`src/verilog/cqw_pkg.sv`:
```
/*
 * Package for the command queue wait unit: command codes, field layouts,
 * timing constants and the packed carriers shared by the design files.
 * Assumes a single 25 MHz system clock and a synchronous active-low reset.
 */
// What this block does
// wait_for_input holds the queue until the named input meets its condition.
// A move after a satisfied input wait launches two cycles after detection.
// Jog inputs move the motor only between jog_enable_cmd and jog_disable_cmd.
// With multitask_mode, wait_on_move holds the queue until the last move finishes.
// With multitask_mode, wait_position holds until the change_distance position is reached.
// feed_speed_change_move applies one speed change from preset distance and velocity.
// The host places wait_position before each further distance and velocity pair.
// wait_time holds for hundredths of a second, accepting up to 320.00 seconds.
// wait_delay_register waits milliseconds from the low 15 bits of a register.
// wait_time counts 10 ms ticks; zero duration releases in the same cycle it reaches the head.
package cqw_pkg;

    // Command opcodes presented at the queue head
    localparam logic [3:0] CQW_OP_NOP       = 4'h0;
    localparam logic [3:0] CQW_OP_WAIT_IN   = 4'h1;
    localparam logic [3:0] CQW_OP_WAIT_MOVE = 4'h2;
    localparam logic [3:0] CQW_OP_WAIT_POS  = 4'h3;
    localparam logic [3:0] CQW_OP_WAIT_TIME = 4'h4;
    localparam logic [3:0] CQW_OP_WAIT_REG  = 4'h5;
    localparam logic [3:0] CQW_OP_JOG_EN    = 4'h6;
    localparam logic [3:0] CQW_OP_JOG_DIS   = 4'h7;
    localparam logic [3:0] CQW_OP_CHG_DIST  = 4'h8;
    localparam logic [3:0] CQW_OP_CHG_VEL   = 4'h9;
    localparam logic [3:0] CQW_OP_FEED_CHG  = 4'hA;
    localparam logic [3:0] CQW_OP_MOVE      = 4'hB;

    // Input wait conditions
    localparam logic [1:0] CQW_COND_LOW     = 2'h0;
    localparam logic [1:0] CQW_COND_HIGH    = 2'h1;
    localparam logic [1:0] CQW_COND_RISE    = 2'h2;
    localparam logic [1:0] CQW_COND_FALL    = 2'h3;

    // Argument field layout
    localparam int CQW_ARG_W      = 32;
    localparam int CQW_INSEL_W    = 3;
    localparam int CQW_INSEL_LSB  = 0;
    localparam int CQW_COND_LSB   = 4;
    localparam int CQW_DELAY_BITS = 15;
    localparam int CQW_WT_MAX     = 32000;   // 320.00 s in hundredths

    // Timing
    localparam int CQW_CLK_HZ     = 25_000_000;
    localparam int CQW_MS_US      = 1000;
    localparam int CQW_TICK_MS    = 10;
    localparam int CQW_MS_CYC     = CQW_CLK_HZ / 1000 * CQW_MS_US / 1000;
    localparam int CQW_TICK_CYC   = CQW_MS_CYC * CQW_TICK_MS;

    // Queue head command
    typedef struct packed {
        logic [3:0]           op;
        logic [CQW_ARG_W-1:0] arg;
    } cqw_cmd_t;

    // Move request toward the move generator
    typedef struct packed {
        logic                 speed_change;
        logic [CQW_ARG_W-1:0] chg_dist;
        logic [CQW_ARG_W-1:0] chg_vel;
    } cqw_move_t;

endpackage

```
`src/verilog/cqw_wait_unit.sv`:
```
/*
 * Command queue wait unit: executes the head command of the buffered queue,
 * holding it while wait conditions are pending and issuing moves.
 * Assumes the sequencer holds head_cmd stable while head_valid is high and
 * advances on head_taken; drive inputs are asynchronous pins.
 */
`timescale 1ns/1ps
module cqw_wait_unit
    import cqw_pkg::*;
#(
    parameter int NUM_IN   = 8,
    parameter int TICK_CYC = CQW_TICK_CYC,
    parameter int MS_CYC   = CQW_MS_CYC
) (
    input  wire logic                 ref_clk,
    input  wire logic                 rstn,
    input  wire cqw_cmd_t             head_cmd,
    input  wire logic                 head_valid,
    output logic                      head_taken,
    input  wire logic [CQW_ARG_W-1:0] reg_value,
    input  wire logic                 multitask_mode,
    input  wire logic [NUM_IN-1:0]    drive_in,
    input  wire logic                 jog_fwd_in,
    input  wire logic                 jog_rev_in,
    output logic                      jog_fwd,
    output logic                      jog_rev,
    output logic                      jog_enabled,
    output logic                      move_start,
    output cqw_move_t                 move_req,
    input  wire logic                 move_busy,
    input  wire logic                 position_reached,
    output logic                      waiting
);
    typedef enum logic [3:0] {
        CQW_IDLE = 4'b0001,
        CQW_WIN  = 4'b0010,
        CQW_WMV  = 4'b0100,
        CQW_WTM  = 4'b1000
    } cqw_state_t;

    cqw_state_t state;
    cqw_state_t next_state;

    // Input synchronisers; stage one is read only by stage two
    logic [NUM_IN-1:0] in_s1;
    logic [NUM_IN-1:0] in_s2;
    logic [NUM_IN-1:0] in_prev;
    logic [1:0]        jog_s1;
    logic [1:0]        jog_s2;
    always_ff @(posedge ref_clk) begin
        if (!rstn) begin
            in_s1   <= '0;
            in_s2   <= '0;
            in_prev <= '0;
            jog_s1  <= '0;
            jog_s2  <= '0;
        end else begin
            in_s1   <= drive_in;
            in_s2   <= in_s1;
            in_prev <= in_s2;
            jog_s1  <= {jog_rev_in, jog_fwd_in};
            jog_s2  <= jog_s1;
        end
    end

    // Latched wait parameters
    logic [CQW_INSEL_W-1:0] in_sel;
    logic [1:0]             in_cond;
    logic [15:0]            wait_cnt;
    logic                   time_ms;
    logic [CQW_ARG_W-1:0]   chg_dist;
    logic [CQW_ARG_W-1:0]   chg_vel;
    logic                   move_pos;   // wait for position rather than move end

    // Head decode
    wire       is_op    = head_valid && state == CQW_IDLE;
    wire [3:0] op       = head_cmd.op;
    wire [1:0] arg_cond = head_cmd.arg[CQW_COND_LSB +: 2];
    wire [CQW_INSEL_W-1:0] arg_sel = head_cmd.arg[CQW_INSEL_LSB +: CQW_INSEL_W];
    // Durations beyond 320.00 s are clamped to the largest accepted value
    wire [15:0] arg_wt  = (head_cmd.arg > CQW_ARG_W'(CQW_WT_MAX)) ?
                          16'(CQW_WT_MAX) : head_cmd.arg[15:0];
    wire [15:0] arg_ms  = {1'b0, reg_value[CQW_DELAY_BITS-1:0]};
    wire        mt_wait = multitask_mode && (op == CQW_OP_WAIT_MOVE ||
                          op == CQW_OP_WAIT_POS);

    // Edges count only once the chain holds real pin samples; a pin that idles
    // high would otherwise show a false rise just after reset
    logic [1:0] fill;
    always_ff @(posedge ref_clk) begin
        if (!rstn) begin
            fill <= 2'h0;
        end else if (fill != 2'h3) begin
            fill <= fill + 2'h1;
        end
    end
    wire edge_ok = fill == 2'h3;

    // Input condition evaluation on synchronised samples
    wire in_now  = in_s2[in_sel];
    wire in_was  = in_prev[in_sel];
    wire in_hit  = (in_cond == CQW_COND_HIGH && in_now) ||
                   (in_cond == CQW_COND_LOW  && !in_now) ||
                   (in_cond == CQW_COND_RISE && edge_ok && in_now && !in_was) ||
                   (in_cond == CQW_COND_FALL && edge_ok && !in_now && in_was);

    // Timer ticks: 10 ms for wait_time, 1 ms for the register delay
    logic tick10;
    logic tick1;
    wire  tm_run  = state == CQW_WTM;
    cqw_tick_div #(.DIV(TICK_CYC)) u_tick10 (
        .ref_clk (ref_clk),
        .rstn    (rstn),
        .run     (tm_run && !time_ms),
        .tick    (tick10)
    );
    cqw_tick_div #(.DIV(MS_CYC)) u_tick1 (
        .ref_clk (ref_clk),
        .rstn    (rstn),
        .run     (tm_run && time_ms),
        .tick    (tick1)
    );
    wire tm_tick = time_ms ? tick1 : tick10;
    wire tm_done = tm_tick && wait_cnt == 16'h0001;

    // Wait on move or position; the present move_busy level covers feeds,
    // jogs and following alike
    wire mv_done = move_pos ? position_reached : !move_busy;

    // Next state and queue release
    always_comb begin
        next_state = state;
        head_taken = 1'b0;
        unique case (state)
            CQW_IDLE: begin
                if (is_op) begin
                    if (op == CQW_OP_WAIT_IN) begin
                        next_state = CQW_WIN;
                    end else if (mt_wait) begin
                        next_state = CQW_WMV;
                    end else if (op == CQW_OP_WAIT_TIME && arg_wt != 16'h0000) begin
                        next_state = CQW_WTM;
                    end else if (op == CQW_OP_WAIT_REG && arg_ms != 16'h0000) begin
                        next_state = CQW_WTM;
                    end else begin
                        head_taken = 1'b1;
                    end
                end
            end
            CQW_WIN: begin
                if (in_hit) begin
                    next_state = CQW_IDLE;
                    head_taken = 1'b1;
                end
            end
            CQW_WMV: begin
                if (mv_done) begin
                    next_state = CQW_IDLE;
                    head_taken = 1'b1;
                end
            end
            CQW_WTM: begin
                if (tm_done) begin
                    next_state = CQW_IDLE;
                    head_taken = 1'b1;
                end
            end
        endcase
    end

    // State and wait parameters
    always_ff @(posedge ref_clk) begin
        if (!rstn) begin
            state    <= CQW_IDLE;
            in_sel   <= '0;
            in_cond  <= CQW_COND_LOW;
            wait_cnt <= 16'h0000;
            time_ms  <= 1'b0;
            move_pos <= 1'b0;
        end else begin
            state <= next_state;
            if (is_op) begin
                in_sel   <= arg_sel;
                in_cond  <= arg_cond;
                time_ms  <= op == CQW_OP_WAIT_REG;
                move_pos <= op == CQW_OP_WAIT_POS;
                wait_cnt <= (op == CQW_OP_WAIT_REG) ? arg_ms : arg_wt;
            end else if (tm_tick) begin
                wait_cnt <= wait_cnt - 16'h0001;
            end
        end
    end

    // Speed-change values and jog permission, updated as commands retire
    wire exec = is_op && head_taken;
    always_ff @(posedge ref_clk) begin
        if (!rstn) begin
            chg_dist    <= '0;
            chg_vel     <= '0;
            jog_enabled <= 1'b0;
        end else if (exec) begin
            if (op == CQW_OP_CHG_DIST) chg_dist <= head_cmd.arg;
            if (op == CQW_OP_CHG_VEL)  chg_vel  <= head_cmd.arg;
            if (op == CQW_OP_JOG_EN)   jog_enabled <= 1'b1;
            if (op == CQW_OP_JOG_DIS)  jog_enabled <= 1'b0;
        end
    end

    // Move launch; a move waiting behind an input wait goes out two cycles
    // after the wait releases: the head retires at once, then move_start is registered
    always_ff @(posedge ref_clk) begin
        if (!rstn) begin
            move_start <= 1'b0;
            move_req   <= '0;
        end else begin
            move_start <= exec && (op == CQW_OP_MOVE || op == CQW_OP_FEED_CHG);
            if (exec && (op == CQW_OP_MOVE || op == CQW_OP_FEED_CHG)) begin
                move_req.speed_change <= op == CQW_OP_FEED_CHG;
                move_req.chg_dist     <= chg_dist;
                move_req.chg_vel      <= chg_vel;
            end
        end
    end

    // Jog outputs gated by the enable; registered to keep them glitch free
    always_ff @(posedge ref_clk) begin
        if (!rstn) begin
            jog_fwd <= 1'b0;
            jog_rev <= 1'b0;
        end else begin
            jog_fwd <= jog_enabled && jog_s2[0];
            jog_rev <= jog_enabled && jog_s2[1];
        end
    end

    assign waiting = state != CQW_IDLE;
endmodule

```
`src/verilog/cqw_tick_div.sv`:
```
/*
 * Tick divider: one-cycle enable pulse every DIV cycles while run is high.
 * Assumes the same clock and reset as the wait unit.
 */
`timescale 1ns/1ps
module cqw_tick_div
    import cqw_pkg::*;
#(
    parameter int DIV = 1000
) (
    input  wire logic ref_clk,
    input  wire logic rstn,
    input  wire logic run,
    output logic      tick
);
    logic [$clog2(DIV+1)-1:0] cnt;
    wire  last = (cnt == ($clog2(DIV+1))'(DIV - 1));

    // Restarts from zero whenever run drops so each wait gets whole periods
    always_ff @(posedge ref_clk) begin
        if (!rstn || !run) begin
            cnt <= '0;
        end else if (last) begin
            cnt <= '0;
        end else begin
            cnt <= cnt + 1'b1;
        end
    end

    assign tick = run && last;
endmodule

```
`config.mk`:
```
export PLATFORM = sky130hd
export DESIGN_NAME = cqw_wait_unit
export DESIGN_NICKNAME = d
export VERILOG_FILES = /design/src/verilog/cqw_pkg.sv /design/src/verilog/cqw_wait_unit.sv /design/src/verilog/cqw_tick_div.sv
export SDC_FILE = /design/constraint.sdc
export NUM_CORES = 1
export LEC_CHECK = 0
export ABC_CLOCK_PERIOD_IN_PS = 3350
export BUFFER_PORTS_ARGS = -buffer_cell sky130_fd_sc_hd__buf_2
export CAP_MARGIN = 0
export CORE_MARGIN = 5
export CORE_UTILIZATION = 35
export CTS_CLUSTER_DIAMETER = 30
export DETAILED_ROUTE_END_ITERATION = 8
export GPL_ROUTABILITY_DRIVEN = 0
export GPL_TIMING_DRIVEN = 0
export SLEW_MARGIN = 20
export SYNTH_ARGS = -nofsm -noshare
export SYNTH_HDL_FRONTEND = slang
export SYNTH_SLANG_ARGS = --single-unit
```
`constraint.sdc`:
```
create_clock -name ref_clk -period 3.35 [get_ports ref_clk]
set_clock_uncertainty 0.2 [all_clocks]
set_input_delay 0.1675 -clock ref_clk [delete_from_list [all_inputs] [get_ports ref_clk]]
set_output_delay 0.1675 -clock ref_clk [all_outputs]
set_load 0.01 [all_outputs]
```
==> flow_summary.yaml <==
drt:
  ant_nets: 0
  wirelength_mm: 25.4
  drtIter0Drc: 542
  drc: 0
  wl_per_cell_um: 14.9
  via_count: 8290
  firstDrtPassIters: 5
  via_per_inst: 4.87
clock_network:
  clk_pin_slew_ps: 50
  clkLatencyLatePin_ps: 550
  cts.sinks: 223
  cts_root_buffer: "clkbuf_16"
  cts_buffers: 51
  cts_buffer_depth: 3
  postCtsSetupRepairBufs: 0
  h-tree-depth: 2
  cts_tree: "done"
synthesis:
  synth.distinct_cells: 66
  syn_area_mm2: 0.00883
  synth-xor-area-share: 0.0327
  yosys.area.top_type: "dfxtp_1"
  synth_edf_count: 0
  yosys.area_share.simple: 0.271
  synth_area_leaders: "dfxtp_1, nand2_1, a21oi_1"
  ys_seq_area_frac: 0.505
  synth_top_family_by_area: "simple AND/OR/NAND/NOR gates"
  synthFlopType: "dfxtp_1"
  synth_compound_area_frac: 0.130
  async_reset_ff_frac: 0
  synth_top_area_share: 0.505
  synth-seq-cells: 223
  yosys.area_share.adder: 0.00708
  synthMuxAreaShare: 0.0180
  avgSynthCellArea_um2: 8.19
  yosysWarnings: 0
  syn_inst: 1078
  synth_nets: 1167
power_and_ir_drop:
  p_switching_mw: 2.05
  sw_frac_of_total: 0.238
  pwr-share-clk: 0.605
  intPower_mw: 6.55
  combinationalPowerShare: 0.071
  powerDensity_mw_per_mm2: 692
  power.leakage_nw: 4.76
  seqPwrFrac: 0.324
  peakVddDrop_uv: 389
critical_path:
  cp.arrival_ps: 2840
  path_class: "flop to output pin"
  startpoint_type: "flop"
  crit_required_ps: 2980
  path_max_fanout: 10
  critPathBufInv: 2
  slowest_stage: "or4_1"
  crit_family: "simple AND/OR/NAND/NOR gates"
  path_cells: "or4_1 -> nor4_4 -> a22o_1 -> nand2_1 -> buf_6 -> o2111ai_2 -> buf_2"
  max_stage_delay_ps: 580
  endpoint_kind: "output pin"
cells_and_area:
  layout.cells.most_common: "nand2_1"
  instances_no_fill: 1702
  finalNetCount: 1418
  fin_area_mm2: 0.0124
  final_core_util: 0.496
  fillers: 2390
  mostFrequentLayoutCells: "nand2_1, dfxtp_1, a21oi_1"
  layout-drive-gt1-share: 0.190
  area_growth_pct: 40.7
timing:
  final.setup.tns_ps: 0
  setup_violations: 0
  maxSlewViolCount: 0
  fin_crit_sh: 0.956
  tightest_slew_ps: 842
  relSlewSlack: 0.434
  fmax_mhz: 312
  period_needed_ps: 3200
  finalHoldViolCount: 0
  rsz0062_at_grt: "no"
  layout_setup_ws_ps: 146
placement:
  port_buffers: 136
  dp_slack_ps: 485
  place_area_mm2: 0.00993
  placedCellCount: 1544
  place_hpwl_mm: 17.9
global_route:
  gr-total-overflow: 0
  grt_max_degree: 15
  grt_pass1_vias: 7999
  track_usage: 0.173
  antenna_found_initial: 2
  grt_pass1_wl_mm: 40.6
outcome:
  status: "finished clean"
die:
  die-area_mm2: 0.0285
  io_pins: 155
  fp-row-count: 58
  die_y_um: 169
  start_util: 0.353
  coreArea_mm2: 0.0250
  die_w_um: 169
flow_run:
  max_cap_violations: 0
hold_path:
  worstHoldPathType: "input port to flop"
## cells in the mapped netlist, types with 3 or more instances
cell type	n
and3_1	9
nand4b_1	3
nor3_1	19
o41ai_1	3
and4_1	6
mux2i_1	5
a211oi_1	3
nand2b_1	4
xnor2_1	11
nand4_1	13
a21oi_1	151
o21ai_0	11
xor2_1	22
buf_2	12
and2_1	33
nor4_1	13
dfxtp_1	223
buf_1	3
o22ai_1	8
ha_1	5
o31ai_1	4
or4_1	5
inv_1	11
nor2_1	63
nand3_1	26
clkbuf_1	50
o21a_1	3
nand2_1	309
or3_1	5
a31oi_1	3
## state kept, by name (all words and copies together), names as in the netlist, 2 cells and up
name / count
wait_cnt: 16
chg_vel: 32
move_req: 65
jog_s2: 2
in_s2: 8
u_tick10.cnt: 18
chg_dist: 32
in_s1: 8
in_sel: 3
state: 4
in_cond: 2
in_prev: 8
fill: 2
u_tick1.cnt: 15
jog_s1: 2
## cell type report
type | count | area, um^2 | area share
Tap cell | 330 | 413 | 0.0332
Antenna cell | 1 | 2.50 | 0.000201
Clock buffer | 60 | 1370 | 0.110
Buffer | 66 | 278 | 0.0224
Multi-Input combinational cell | 778 | 4080 | 0.328
Sequential cell | 223 | 4460 | 0.359
Timing Repair Buffer | 198 | 1300 | 0.105
Inverter | 11 | 41.3 | 0.00332
Clock inverter | 35 | 479 | 0.0386
## worst paths after layout
kind | startpoint | to | slack, ps | cells after the start
worst max-delay path | u_tick1.cnt[4] | head_taken | 150 | 7
worst min-delay path | head_valid | wait_cnt[3] | 20 | 4
worst max register to register | state[1] | wait_cnt[13] | 580 | 8
worst min register to register | jog_s1[0] | jog_s2[0] | 230 | 1
## per-layer routing
metal  track usage  vias up  share of wire
met5             0        -        0.00028
met4        0.0670        2          0.028
met3        0.0383       54          0.068
met2         0.278      268           0.46
met1         0.227     3793           0.44
li1              -     4173              -
## cells by family after synthesis
group	Yosys count
AND/OR/NAND/NOR	526
flip-flops	223
AO/OA/AOI/OAI	204
buffers and inverters	77
XOR/XNOR	33
multiplexers	10
adder cells (fa/ha/maj)	5
## worst min-delay path, cell delays in order
cell,delay (ps)
buf_2,110
nand2_1,170
o21ai_2,180
a21oi_1,80
## through the flow
stage	hold slack (ps)	power (mW)
global route	30.2	8.91
finish	24.9	8.60
detailed placement	176	3.38
CTS	6.18	8.68
floorplan	63.2	3.18
global placement	174	3.37
## what timing repair did
action / 4_1_cts / 5_1_grt
setup endpoints to repair: 1 / 1
endpoints found under the hold margin: 100 / 0
pin swaps: 0 / 0
gates resized for setup: 1 / 6
hold buffers: 62 / 0
cloned: 0 / 0
## power by group through the flow
stage          Clock (mW)  Sequential (mW)  Combinational, mW
2_1_floorplan           0             2.82              0.361
3_3_place_gp            0             2.83              0.545
3_5_place_dp            0             2.83              0.547
4_1_cts              5.29             2.78              0.607
5_1_grt              5.45             2.79              0.678
6_report             5.20             2.78              0.612
Power figures use the tool's default switching activity.
